--- src/sreg_pkg.sv ---
// Constants for the safety register error-correction guard
package sreg_pkg;
  localparam int REG_COUNT = 4;
  localparam int ADDR_W = 2;
  localparam int DATA_W = 8;
  localparam int CODE_W = 13;
  localparam int CNT_W = 3;
  localparam logic [2:0] RESET_ERR_START = 3'h1;
  localparam logic [2:0] RESET_ERR_MAX = 3'h7;
  localparam logic [DATA_W-1:0] CFG_RESET = 8'h00;
  localparam int CLK_PERIOD_NS = 100;
  localparam int RESET_PULSE_NS = 1000;
  localparam int RESET_PULSE_CYC =
    (RESET_PULSE_NS + CLK_PERIOD_NS - 1) / CLK_PERIOD_NS;
  localparam logic [3:0] PULSE_LOAD = 4'(RESET_PULSE_CYC);
endpackage

--- src/sreg_guard.sv ---
// Hamming guard over fail-safe configuration registers and key check
//
// Notes on behaviour
// (RULE1) Init phase: configuration writes open, no checking applied.
// (RULE2) After init, only fail-safe registers are Hamming protected.
// (RULE3) One flipped bit is corrected invisibly and a flag is set.
// (RULE4) Two flipped bits: no fix, flag set, reset and fail-safe driven.
// (RULE5) Controller writes the release key once fault gone, counter zero; sreg_mcu_model waits for counter zero only, not for the fault to go.
// (RULE6) Release key is seed bit-reversed and inverted; only it counts.
// (RULE7) Fail-safe releases only with no fault, counter zero, good key.
// (RULE8) Start-up or low-power resume: counter to one, fail-safe asserted.
// (RULE9) Double error increments reset counter, always triggers fail-safe.
// (RULE10) Error flags stay set until software clears them.
`timescale 1ns/10ps
module sreg_guard (
  input wire logic core_clk,
  input wire logic rstn,
  input wire logic safetyInitPhase,
  input wire logic cfgWrite,
  input wire logic [1:0] cfgAddr,
  input wire logic [7:0] cfgData,
  output logic [7:0] cfgReadData,
  input wire logic keyWrite,
  input wire logic [7:0] failsafeReleaseKey,
  input wire logic [7:0] watchdogSeedValue,
  input wire logic faultPresent,
  input wire logic lowPowerOffResume,
  input wire logic goodRefreshDecrement,
  input wire logic errClear,
  input wire logic upsetInject,
  input wire logic [1:0] upsetAddr,
  input wire logic [12:0] upsetMask,
  output logic singleErrFlag,
  output logic doubleErrorDetect,
  output logic [2:0] resetErrCount,
  output logic keyAccepted,
  output logic reset_out_n,
  output logic failsafe_out_n
);

  // Codeword: bit 0 overall parity, bits 1..12 Hamming positions
  function automatic logic [12:0] encode(input logic [7:0] d);
    logic [12:0] c;
    c = '0;
    {c[12], c[11], c[10], c[9], c[7], c[6], c[5], c[3]} = d;
    c[1] = c[3] ^ c[5] ^ c[7] ^ c[9] ^ c[11];
    c[2] = c[3] ^ c[6] ^ c[7] ^ c[10] ^ c[11];
    c[4] = c[5] ^ c[6] ^ c[7] ^ c[12];
    c[8] = c[9] ^ c[10] ^ c[11] ^ c[12];
    c[0] = ^c[12:1];
    return c;
  endfunction

  function automatic logic [3:0] syndrome(input logic [12:0] c);
    logic [3:0] s;
    s = '0;
    for (int i = 1; i < 13; i++) begin
      if (c[i]) begin
        s = s ^ 4'(i);
      end
    end
    return s;
  endfunction

  function automatic logic [12:0] correct(input logic [12:0] c);
    logic [12:0] f;
    logic [3:0] s;
    f = c;
    s = syndrome(c);
    if (^c) begin
      if (s == 4'h0) begin
        f[0] = ~c[0];
      end else if (s <= 4'hC) begin
        f[s] = ~c[s];
      end
    end
    return f;
  endfunction

  function automatic logic [7:0] extract(input logic [12:0] c);
    return {c[12], c[11], c[10], c[9], c[7], c[6], c[5], c[3]};
  endfunction

  logic [12:0] codeMem [sreg_pkg::REG_COUNT];
  logic [1:0] scanIdx;
  logic [12:0] scanWord;
  logic [12:0] fixedCode;
  logic sedHit;
  logic dedHit;
  logic [7:0] expectedKey;
  logic [3:0] pulseCnt;

  // Scrub runs only once configuration is locked
  assign scanWord = codeMem[scanIdx];
  assign fixedCode = correct(scanWord);
  assign sedHit = !safetyInitPhase && (^scanWord)
    && (syndrome(scanWord) <= 4'hC); // RULE2 RULE3
  assign dedHit = !safetyInitPhase && !(^scanWord)
    && (syndrome(scanWord) != 4'h0); // RULE2 RULE4
  always_comb begin
    for (int i = 0; i < 8; i++) begin
      expectedKey[i] = ~watchdogSeedValue[7 - i]; // RULE6
    end
  end

  always_ff @(posedge core_clk) begin
    if (!rstn) begin
      scanIdx <= 2'h0;
    end else begin
      scanIdx <= scanIdx + 2'h1;
    end
  end

  // Upset port models a particle hit on the storage cells
  always_ff @(posedge core_clk) begin
    if (!rstn) begin
      for (int i = 0; i < sreg_pkg::REG_COUNT; i++) begin
        codeMem[i] <= encode(sreg_pkg::CFG_RESET);
      end
    end else begin
      if (safetyInitPhase && cfgWrite) begin
        codeMem[cfgAddr] <= encode(cfgData); // RULE1
      end else if (sedHit) begin
        codeMem[scanIdx] <= fixedCode; // RULE3
      end
      if (upsetInject) begin
        codeMem[upsetAddr] <= codeMem[upsetAddr] ^ upsetMask;
      end
    end
  end

  // Reads see corrected data once configuration is locked, even before the scrub reaches it
  always_ff @(posedge core_clk) begin
    if (!rstn) begin
      cfgReadData <= sreg_pkg::CFG_RESET;
    end else if (safetyInitPhase) begin
      cfgReadData <= extract(codeMem[cfgAddr]); // RULE1
    end else begin
      cfgReadData <= extract(correct(codeMem[cfgAddr])); // RULE3
    end
  end

  // Set wins over clear so no event is lost
  always_ff @(posedge core_clk) begin
    if (!rstn) begin
      singleErrFlag <= 1'b0;
      doubleErrorDetect <= 1'b0;
    end else begin
      singleErrFlag <= sedHit || (singleErrFlag && !errClear); // RULE10
      doubleErrorDetect <= dedHit
        || (doubleErrorDetect && !errClear); // RULE10
    end
  end

  always_ff @(posedge core_clk) begin
    if (!rstn) begin
      resetErrCount <= sreg_pkg::RESET_ERR_START; // RULE8
    end else if (lowPowerOffResume) begin
      resetErrCount <= sreg_pkg::RESET_ERR_START; // RULE8
    end else if (dedHit) begin
      if (resetErrCount != sreg_pkg::RESET_ERR_MAX) begin
        resetErrCount <= resetErrCount + 3'h1; // RULE9
      end
    end else if (goodRefreshDecrement && resetErrCount != 3'h0) begin
      resetErrCount <= resetErrCount - 3'h1;
    end
  end

  // A new fault demands a fresh key
  always_ff @(posedge core_clk) begin
    if (!rstn) begin
      keyAccepted <= 1'b0;
    end else if (dedHit || lowPowerOffResume || !failsafe_out_n
                 && keyAccepted && faultPresent) begin
      keyAccepted <= 1'b0;
    end else if (keyWrite) begin
      keyAccepted <= (failsafeReleaseKey == expectedKey); // RULE6 RULE5
    end else if (failsafe_out_n) begin
      keyAccepted <= 1'b0;
    end
  end

  always_ff @(posedge core_clk) begin
    if (!rstn) begin
      failsafe_out_n <= 1'b0; // RULE8
    end else if (dedHit || lowPowerOffResume) begin
      failsafe_out_n <= 1'b0; // RULE4 RULE9
    end else if (!faultPresent && resetErrCount == 3'h0 && keyAccepted) begin
      failsafe_out_n <= 1'b1; // RULE7
    end
  end

  always_ff @(posedge core_clk) begin
    if (!rstn) begin
      pulseCnt <= 4'h0;
      reset_out_n <= 1'b1;
    end else if (dedHit) begin
      pulseCnt <= sreg_pkg::PULSE_LOAD;
      reset_out_n <= 1'b0; // RULE4
    end else if (pulseCnt > 4'h1) begin
      pulseCnt <= pulseCnt - 4'h1;
    end else begin
      pulseCnt <= 4'h0;
      reset_out_n <= 1'b1;
    end
  end

  a_init_no_flag: assert property (@(posedge core_clk) // RULE1
    disable iff (!rstn)
    safetyInitPhase && !singleErrFlag |=> !singleErrFlag)
    else $error("single flag set during init phase");
  // A faulty word must stay untouched while configuration is open
  a_scrub_locked: assert property (@(posedge core_clk) // RULE2
    disable iff (!rstn)
    safetyInitPhase && !upsetInject && !cfgWrite
      |=> codeMem[$past(scanIdx)] == $past(scanWord))
    else $error("scrub active during init phase");
  a_single_fix: assert property (@(posedge core_clk) // RULE3
    disable iff (!rstn)
    sedHit && !upsetInject |=> singleErrFlag
      && codeMem[$past(scanIdx)] == $past(fixedCode))
    else $error("single error not corrected");
  a_double_outs: assert property (@(posedge core_clk) // RULE4
    disable iff (!rstn)
    dedHit |=> !reset_out_n && !failsafe_out_n && doubleErrorDetect)
    else $error("double error did not drive outputs");
  a_reset_width: assert property (@(posedge core_clk) // RULE4
    disable iff (!rstn)
    $fell(reset_out_n) |-> !reset_out_n [*8])
    else $error("reset pulse too short");
  a_key_match: assert property (@(posedge core_clk) // RULE6
    disable iff (!rstn)
    keyWrite && !dedHit && !lowPowerOffResume && !faultPresent
      |=> keyAccepted == ($past(failsafeReleaseKey) == $past(expectedKey)))
    else $error("release key check wrong");
  a_release_cond: assert property (@(posedge core_clk) // RULE7
    disable iff (!rstn)
    $rose(failsafe_out_n) |-> !$past(faultPresent)
      && $past(resetErrCount) == 3'h0 && $past(keyAccepted))
    else $error("fail-safe released without conditions");
  a_start_count: assert property (@(posedge core_clk) // RULE8
    !rstn |=> resetErrCount == 3'h1 && !failsafe_out_n)
    else $error("start-up state wrong");
  a_ded_count: assert property (@(posedge core_clk) // RULE9
    disable iff (!rstn)
    dedHit && !lowPowerOffResume && resetErrCount != 3'h7
      |=> resetErrCount == $past(resetErrCount) + 3'h1)
    else $error("double error did not count");
  a_flag_sticky: assert property (@(posedge core_clk) // RULE10
    disable iff (!rstn)
    doubleErrorDetect && !errClear |=> doubleErrorDetect)
    else $error("double flag dropped without clear");

endmodule // sreg_guard

--- config.mk ---
export PLATFORM = sky130hd
export DESIGN_NAME = sreg_guard
export DESIGN_NICKNAME = d
export VERILOG_FILES = /design/src/sreg_pkg.sv /design/src/sreg_guard.sv
export SDC_FILE = /design/constraint.sdc
export NUM_CORES = 1
export LEC_CHECK = 0
export BUFFER_PORTS_ARGS = -buffer_cell sky130_fd_sc_hd__buf_2
export CAP_MARGIN = 20
export CORE_MARGIN = 4
export CORE_UTILIZATION = 56
export CTS_CLUSTER_SIZE = 30
export DETAILED_ROUTE_END_ITERATION = 16
export HOLD_SLACK_MARGIN = 0.15
export PLACE_DENSITY_LB_ADDON = 0.15
export RECOVER_POWER = 25
export SYNTH_ARGS = -nofsm -noshare
export SYNTH_HDL_FRONTEND = slang
export SYNTH_SLANG_ARGS = --single-unit
--- constraint.sdc ---
create_clock -name core_clk -period 9.3 [get_ports core_clk]
set_clock_uncertainty 0.05 [all_clocks]
set_input_delay 1.86 -clock core_clk [delete_from_list [all_inputs] [get_ports core_clk]]
set_output_delay 1.86 -clock core_clk [all_outputs]
set_load 0.005 [all_outputs]
Word-level counts from Yosys, hierarchy flattened
Memory sizes are Yosys's and may differ from the RTL's. A register that Yosys moved wholly into a read port is not among the register bits.
Index checks and enable logic that the tools add are counted.
- memory bits (writable): 52
- output and inout port bits: 16
- logic and storage cells: 215
- memories kept: 1
- register bits after elaboration: 22
- reductions and logical operators: 41
- muxes and demuxes: 97
- add/sub/neg operators: 4
- $lt $le $gt $ge: 7
- bitwise operators: 51
- equality and inequality tests: 4
- memory list (name ; words ; bits a word ; rd ports ; clocked after memory_dff ; write ports ; RTL line ; source):
    codeMem ; 4 ; 13 ; 3 ; 1 ; 4 ; sreg_guard.sv:84 ; logic [12:0] codeMem [sreg_pkg::REG_COUNT];
- operator list (kind ; number):
    $mux W4 ; 36
    $mux W13 ; 7
    $reduce_or A13 Y1 ; 3
    $mux W3 ; 11
    $bwmux W13 ; 2
    $mux W1 ; 26
    $reduce_xor A13 Y1 ; 2
    $mux W12 ; 2
    $not A2 Y2 ; 12
    $not A1 Y1 ; 17
    $mux W2 ; 8
    $logic_and A1 B1 Y1 ; 14
    $xor A1 B1 Y1 ; 14
    $xor A13 B13 Y13 ; 1
    $not A3 Y3 ; 4
    $reduce_xor A12 Y1 ; 1
    $lt A4 B5 Y1 const B ; 2
    $bmux W1 S4 ; 2
    $demux W1 S4 ; 2
    $eq A8 B8 Y1 ; 1
    $ge A4 B1 Y1 const B ; 2
    $le A4 B4 Y1 const B ; 2
    $logic_not A4 Y1 ; 2
    $mux W8 ; 1
    18 further kinds ; 30

Depth between registers and ports, before layout
An unclocked memory read counts as a cell.
- depth in word-level cells: 57
- mapped depth: 15

Worst setup path before layout
Ideal clock, no wire load.
- path type: input to register
- start: input cfgAddr[0]
- end: register cfgReadData[4]
- setup time: 127 ps
- cell stages on the path: 10
- path slack: 4718 ps
- arrival time: 4405 ps
- path through: buf_2 -> buf_4 -> mux4_2 -> xor2_1 -> xnor2_1 -> xor2_1 -> nor4_1 -> nand3_1 -> mux2i_1 -> nor2_1
- longest elaborated chain between the ends: 51
- elaborated cells on any way between the ends: 61
- those cells by class: order compare: 3; mux: 45; bitwise: 9; reduce/logical: 3; memory: 1
- RTL lines (item ; RTL line ; source):
    from (decl) ; sreg_guard.sv:20 ; input wire logic [1:0] cfgAddr,
    $mem_v2 Z4 W13 * ; n/a ;
    $mux W1 ; sreg_guard.sv:58 ; if (c[i]) begin
    $mux W4 ; sreg_guard.sv:136 ; end else if (safetyInitPhase) begin
    $mux W4 ; sreg_guard.sv:134 ; if (!rstn) begin
    $mux W2 ; sreg_guard.sv:58 ;
    $mux W4 ; sreg_guard.sv:136 ;
    $mux W4 ; sreg_guard.sv:134 ;
    $not A2 Y2 (no line) ; n/a ;
    [... 35 more ...] ; n/a ;
    $logic_and A1 B1 Y1 (not written as such) ; sreg_guard.sv:74 ; f[s] = ~c[s];
    $mux W1 (not written as such) ; sreg_guard.sv:74 ;
    $demux W1 S4 ; sreg_guard.sv:74 ;
    $bwmux W13 ; sreg_guard.sv:74 ;
    $mux W13 ; sreg_guard.sv:73 ; end else if (s <= 4'hC) begin
    $mux W12 ; sreg_guard.sv:71 ; if (s == 4'h0) begin
    $mux W13 ; sreg_guard.sv:70 ; if (^c) begin
    $mux W8 * ; sreg_guard.sv:136 ;
    to (signal assigned) ; sreg_guard.sv:135 ; cfgReadData <= sreg_pkg::CFG_RESET;
    to (signal assigned) ; sreg_guard.sv:137 ; cfgReadData <= extract(codeMem[cfgAddr]);
    to (signal assigned) ; sreg_guard.sv:139 ; cfgReadData <= extract(correct(codeMem[cfgAddr]));
    to (decl) ; sreg_guard.sv:22 ; output logic [7:0] cfgReadData,
Every way passes the cells marked *; elsewhere a longest branch is shown, timed or not. The select of a mux whose other input is x is not followed.
A chain may end at the register's enable or synchronous reset.

==> flow_metrics.env <==
export IMPL_grt_pass1_wl_um=23000
export IMPL_grt_overflow_total=0
export IMPL_ys_types=69
export IMPL_viasPerCell=6.61
export IMPL_synth_avg_cell_area_um2=11.8
export IMPL_clkLatencyLatePin_ns=0.36
export IMPL_slowest_stage="clkbuf_1"
export IMPL_synth_edff_count=52
export IMPL_ys_ff_latch=74
export IMPL_dieWidth_um=110
export IMPL_final_common_cell="buf_2"
export IMPL_cpPeakStageDelay_ns=1.02
export IMPL_slew_headroom_pct=6.18
export IMPL_final_layout_size_suffix_gt1_share_pct=25.9
export IMPL_grt_max_degree=21
export IMPL_nNetsFinal=597
export IMPL_slew_viol_final=0
export IMPL_place_congestion=0.829
export IMPL_rsz0062_at_grt="false"
export IMPL_max_freq_mhz=175
export IMPL_synth_cells=490
export IMPL_hold_viol=0
export IMPL_post_cts_resized=0
export IMPL_cp_top_family="XOR/XNOR gates"
export IMPL_crit_start="scanIdx[0]"
export IMPL_rr_startpoint="scanIdx[0]"
export IMPL_dp_hpwl_um=10800
export IMPL_timing_final_crit_period_ns=5.71
export IMPL_rrSetupSlack_ns=3.59
export IMPL_async_reset_ff_share_pct=0
export IMPL_crit_end="codeMem[1][6]"
export IMPL_r2r_end="codeMem[1][6]"
export IMPL_grt_usage_pct=26.0
export IMPL_setup_viol=0
export IMPL_crit_cells=8
export IMPL_cts_tree="done"
export IMPL_endpoint_kind="register"
export IMPL_port_buffer_count=66
export IMPL_firstDrtPassIters=5
export IMPL_start_util_pct=58.3
export IMPL_die_h_um=110
export IMPL_cts_buffers=9
export IMPL_core_area_um2=9910
export IMPL_seq_area_frac_synth_pct=34.6
export IMPL_diodes=0
export IMPL_die_area_um2=12000
export IMPL_path_class="reg2reg"
export IMPL_cts_clk_slew_worst_paths_ns=0.08
export IMPL_synth_flop_cell="edfxtp_1"
export IMPL_tightest_slew_ns=1.41
export IMPL_worst_setup_path_start_kind="register"
export IMPL_cts_sinks=74
export IMPL_rows=36
export IMPL_clock_path_buffers=2
export IMPL_syn_area_um2=5780
export IMPL_reg2reg_depth=8
export IMPL_wirelength_um=15200
export IMPL_io_pins=67
export IMPL_final_cell_mix="54 x buf_2, 52 x edfxtp_1, 43 x xnor2_1, 41 x o22ai_1, 39 x mux4_2"
export IMPL_post_drt_wl_per_cell_um=22.4
export IMPL_maxCapViolCount=0
export IMPL_drtAntennaViolNets=0
export IMPL_hold_path_depth=1
export IMPL_fillers=821
export IMPL_synth_warnings=0
export IMPL_crit_buf_inv=1
export IMPL_cp_max_fo=19
export IMPL_cp_data_arrival_time_ns=5.51
export IMPL_run_status="finished, final reports clean"
export IMPL_tns_ns=0
export IMPL_ctsHoldBuffers=0
export IMPL_cts_setup_buffers=0
export IMPL_grt_pass1_vias=4293
export IMPL_drc=0
export IMPL_period_share_pct=61.4
export IMPL_h_tree_depth=3
export IMPL_crit_required_ns=9.10
export IMPL_synth_nets=544
export IMPL_routed_via_count=4503
export IMPL_antenna_found_initial=0
export IMPL_syn_to_final_growth_pct=9.33
export IMPL_cts_root_buf="clkbuf_8"
export IMPL_worstHoldPathType="reg2reg"
export IMPL_detail_route_iter0_violations=442
export IMPL_crit_chain="clkbuf_1 > mux4_2 > xor3_1 > xor2_1 > xnor3_1 > o31ai_1 > a211oi_1 > nand3b_1"
[cell usage after synthesis (4+ instances only)]
library cell	count	area share, %
a21oi_1	7	0.61
inv_1	10	0.65
a31oi_1	4	0.43
nor3_1	13	1.1
nand3_1	8	0.69
mux4_2	39	15
o31ai_1	6	0.78
clkbuf_1	12	0.78
a31o_2	5	0.76
a22oi_2	5	1.1
dfxtp_1	22	7.6
buf_2	7	0.61
nand2b_1	6	0.65
o22ai_1	40	4.3
nor2_1	26	1.7
nand2_1	24	1.6
o211ai_1	7	0.91
edfxtp_1	52	27
mux2i_1	25	4.3
xnor2_1	43	6.5
o21ai_0	13	1.1
o21a_1	4	0.52
xor2_1	28	4.2
xnor2_2	8	2.3
buf_4	4	0.52
[sequential cells by signal (all words and copies together), names as in the netlist]
register	count
failsafe_out_n	1
cfgReadData	8
pulseCnt	4
singleErrFlag	1
resetErrCount	3
scanIdx	2
codeMem	52
doubleErrorDetect	1
keyAccepted	1
reset_out_n	1
[how the worst min path moves through the flow]
stage	startpoint	to
2_1_floorplan	pulseCnt[0]	pulseCnt[0]
3_3_place_gp	reset_out_n	reset_out_n
3_5_place_dp	reset_out_n	reset_out_n
4_1_cts	reset_out_n	reset_out_n
5_1_grt	reset_out_n	reset_out_n
6_report	reset_out_n	reset_out_n
[through the flow]
step           instance area (um^2)  setup WS [ns]  utilization, %  hold WS (ns)  std cells
6_report                       6320           3.59            63.8         0.413        681
2_1_floorplan                  5780           4.72               -         0.407        490
3_5_place_dp                   6170           4.20            62.3         0.399        665
5_1_grt                        6320           3.29            63.8         0.446        681
4_1_cts                        6420           4.58            64.8         0.418        681
3_3_place_gp                   6170           4.30            62.3         0.393        665
[cell families (layout without fill, tap and decap cells)]
kind of cell | after synthesis | count (layout) | share of synthesized area (%)
buffers and inverters | 39 | 97 | 3.33
xor gates and xnor gates | 88 | 88 | 16.3
adders and majority gates | 3 | 3 | 0.779
and+or+nand+nor | 100 | 100 | 8.55
muxes | 66 | 66 | 19.9
DFF | 74 | 74 | 34.6
AOI/OAI and AO/OA | 120 | 120 | 16.5
[per-layer routing]
layer | track usage (%) | wire, um
met5 | 0 | 0
met2 | 43.2 | 7420
met1 | 33.1 | 5840
met4 | 11.8 | 605
met3 | 4.87 | 1350
[area by class of cell]
cell class                      instances  area [um^2]  share of cell area (%)
Clock buffer                            9          124                    1.96
Inverter                               10         37.5                   0.594
Multi-Input combinational cell        377         3520                    55.7
Clock inverter                          7          124                    1.96
Sequential cell                        74         2000                    31.7
Tap cell                              133          166                    2.63
Timing Repair Buffer                   71          345                    5.47
Power is not shown: default switching activity piles up to over one toggle a cycle in this logic, so the estimate is an artifact.
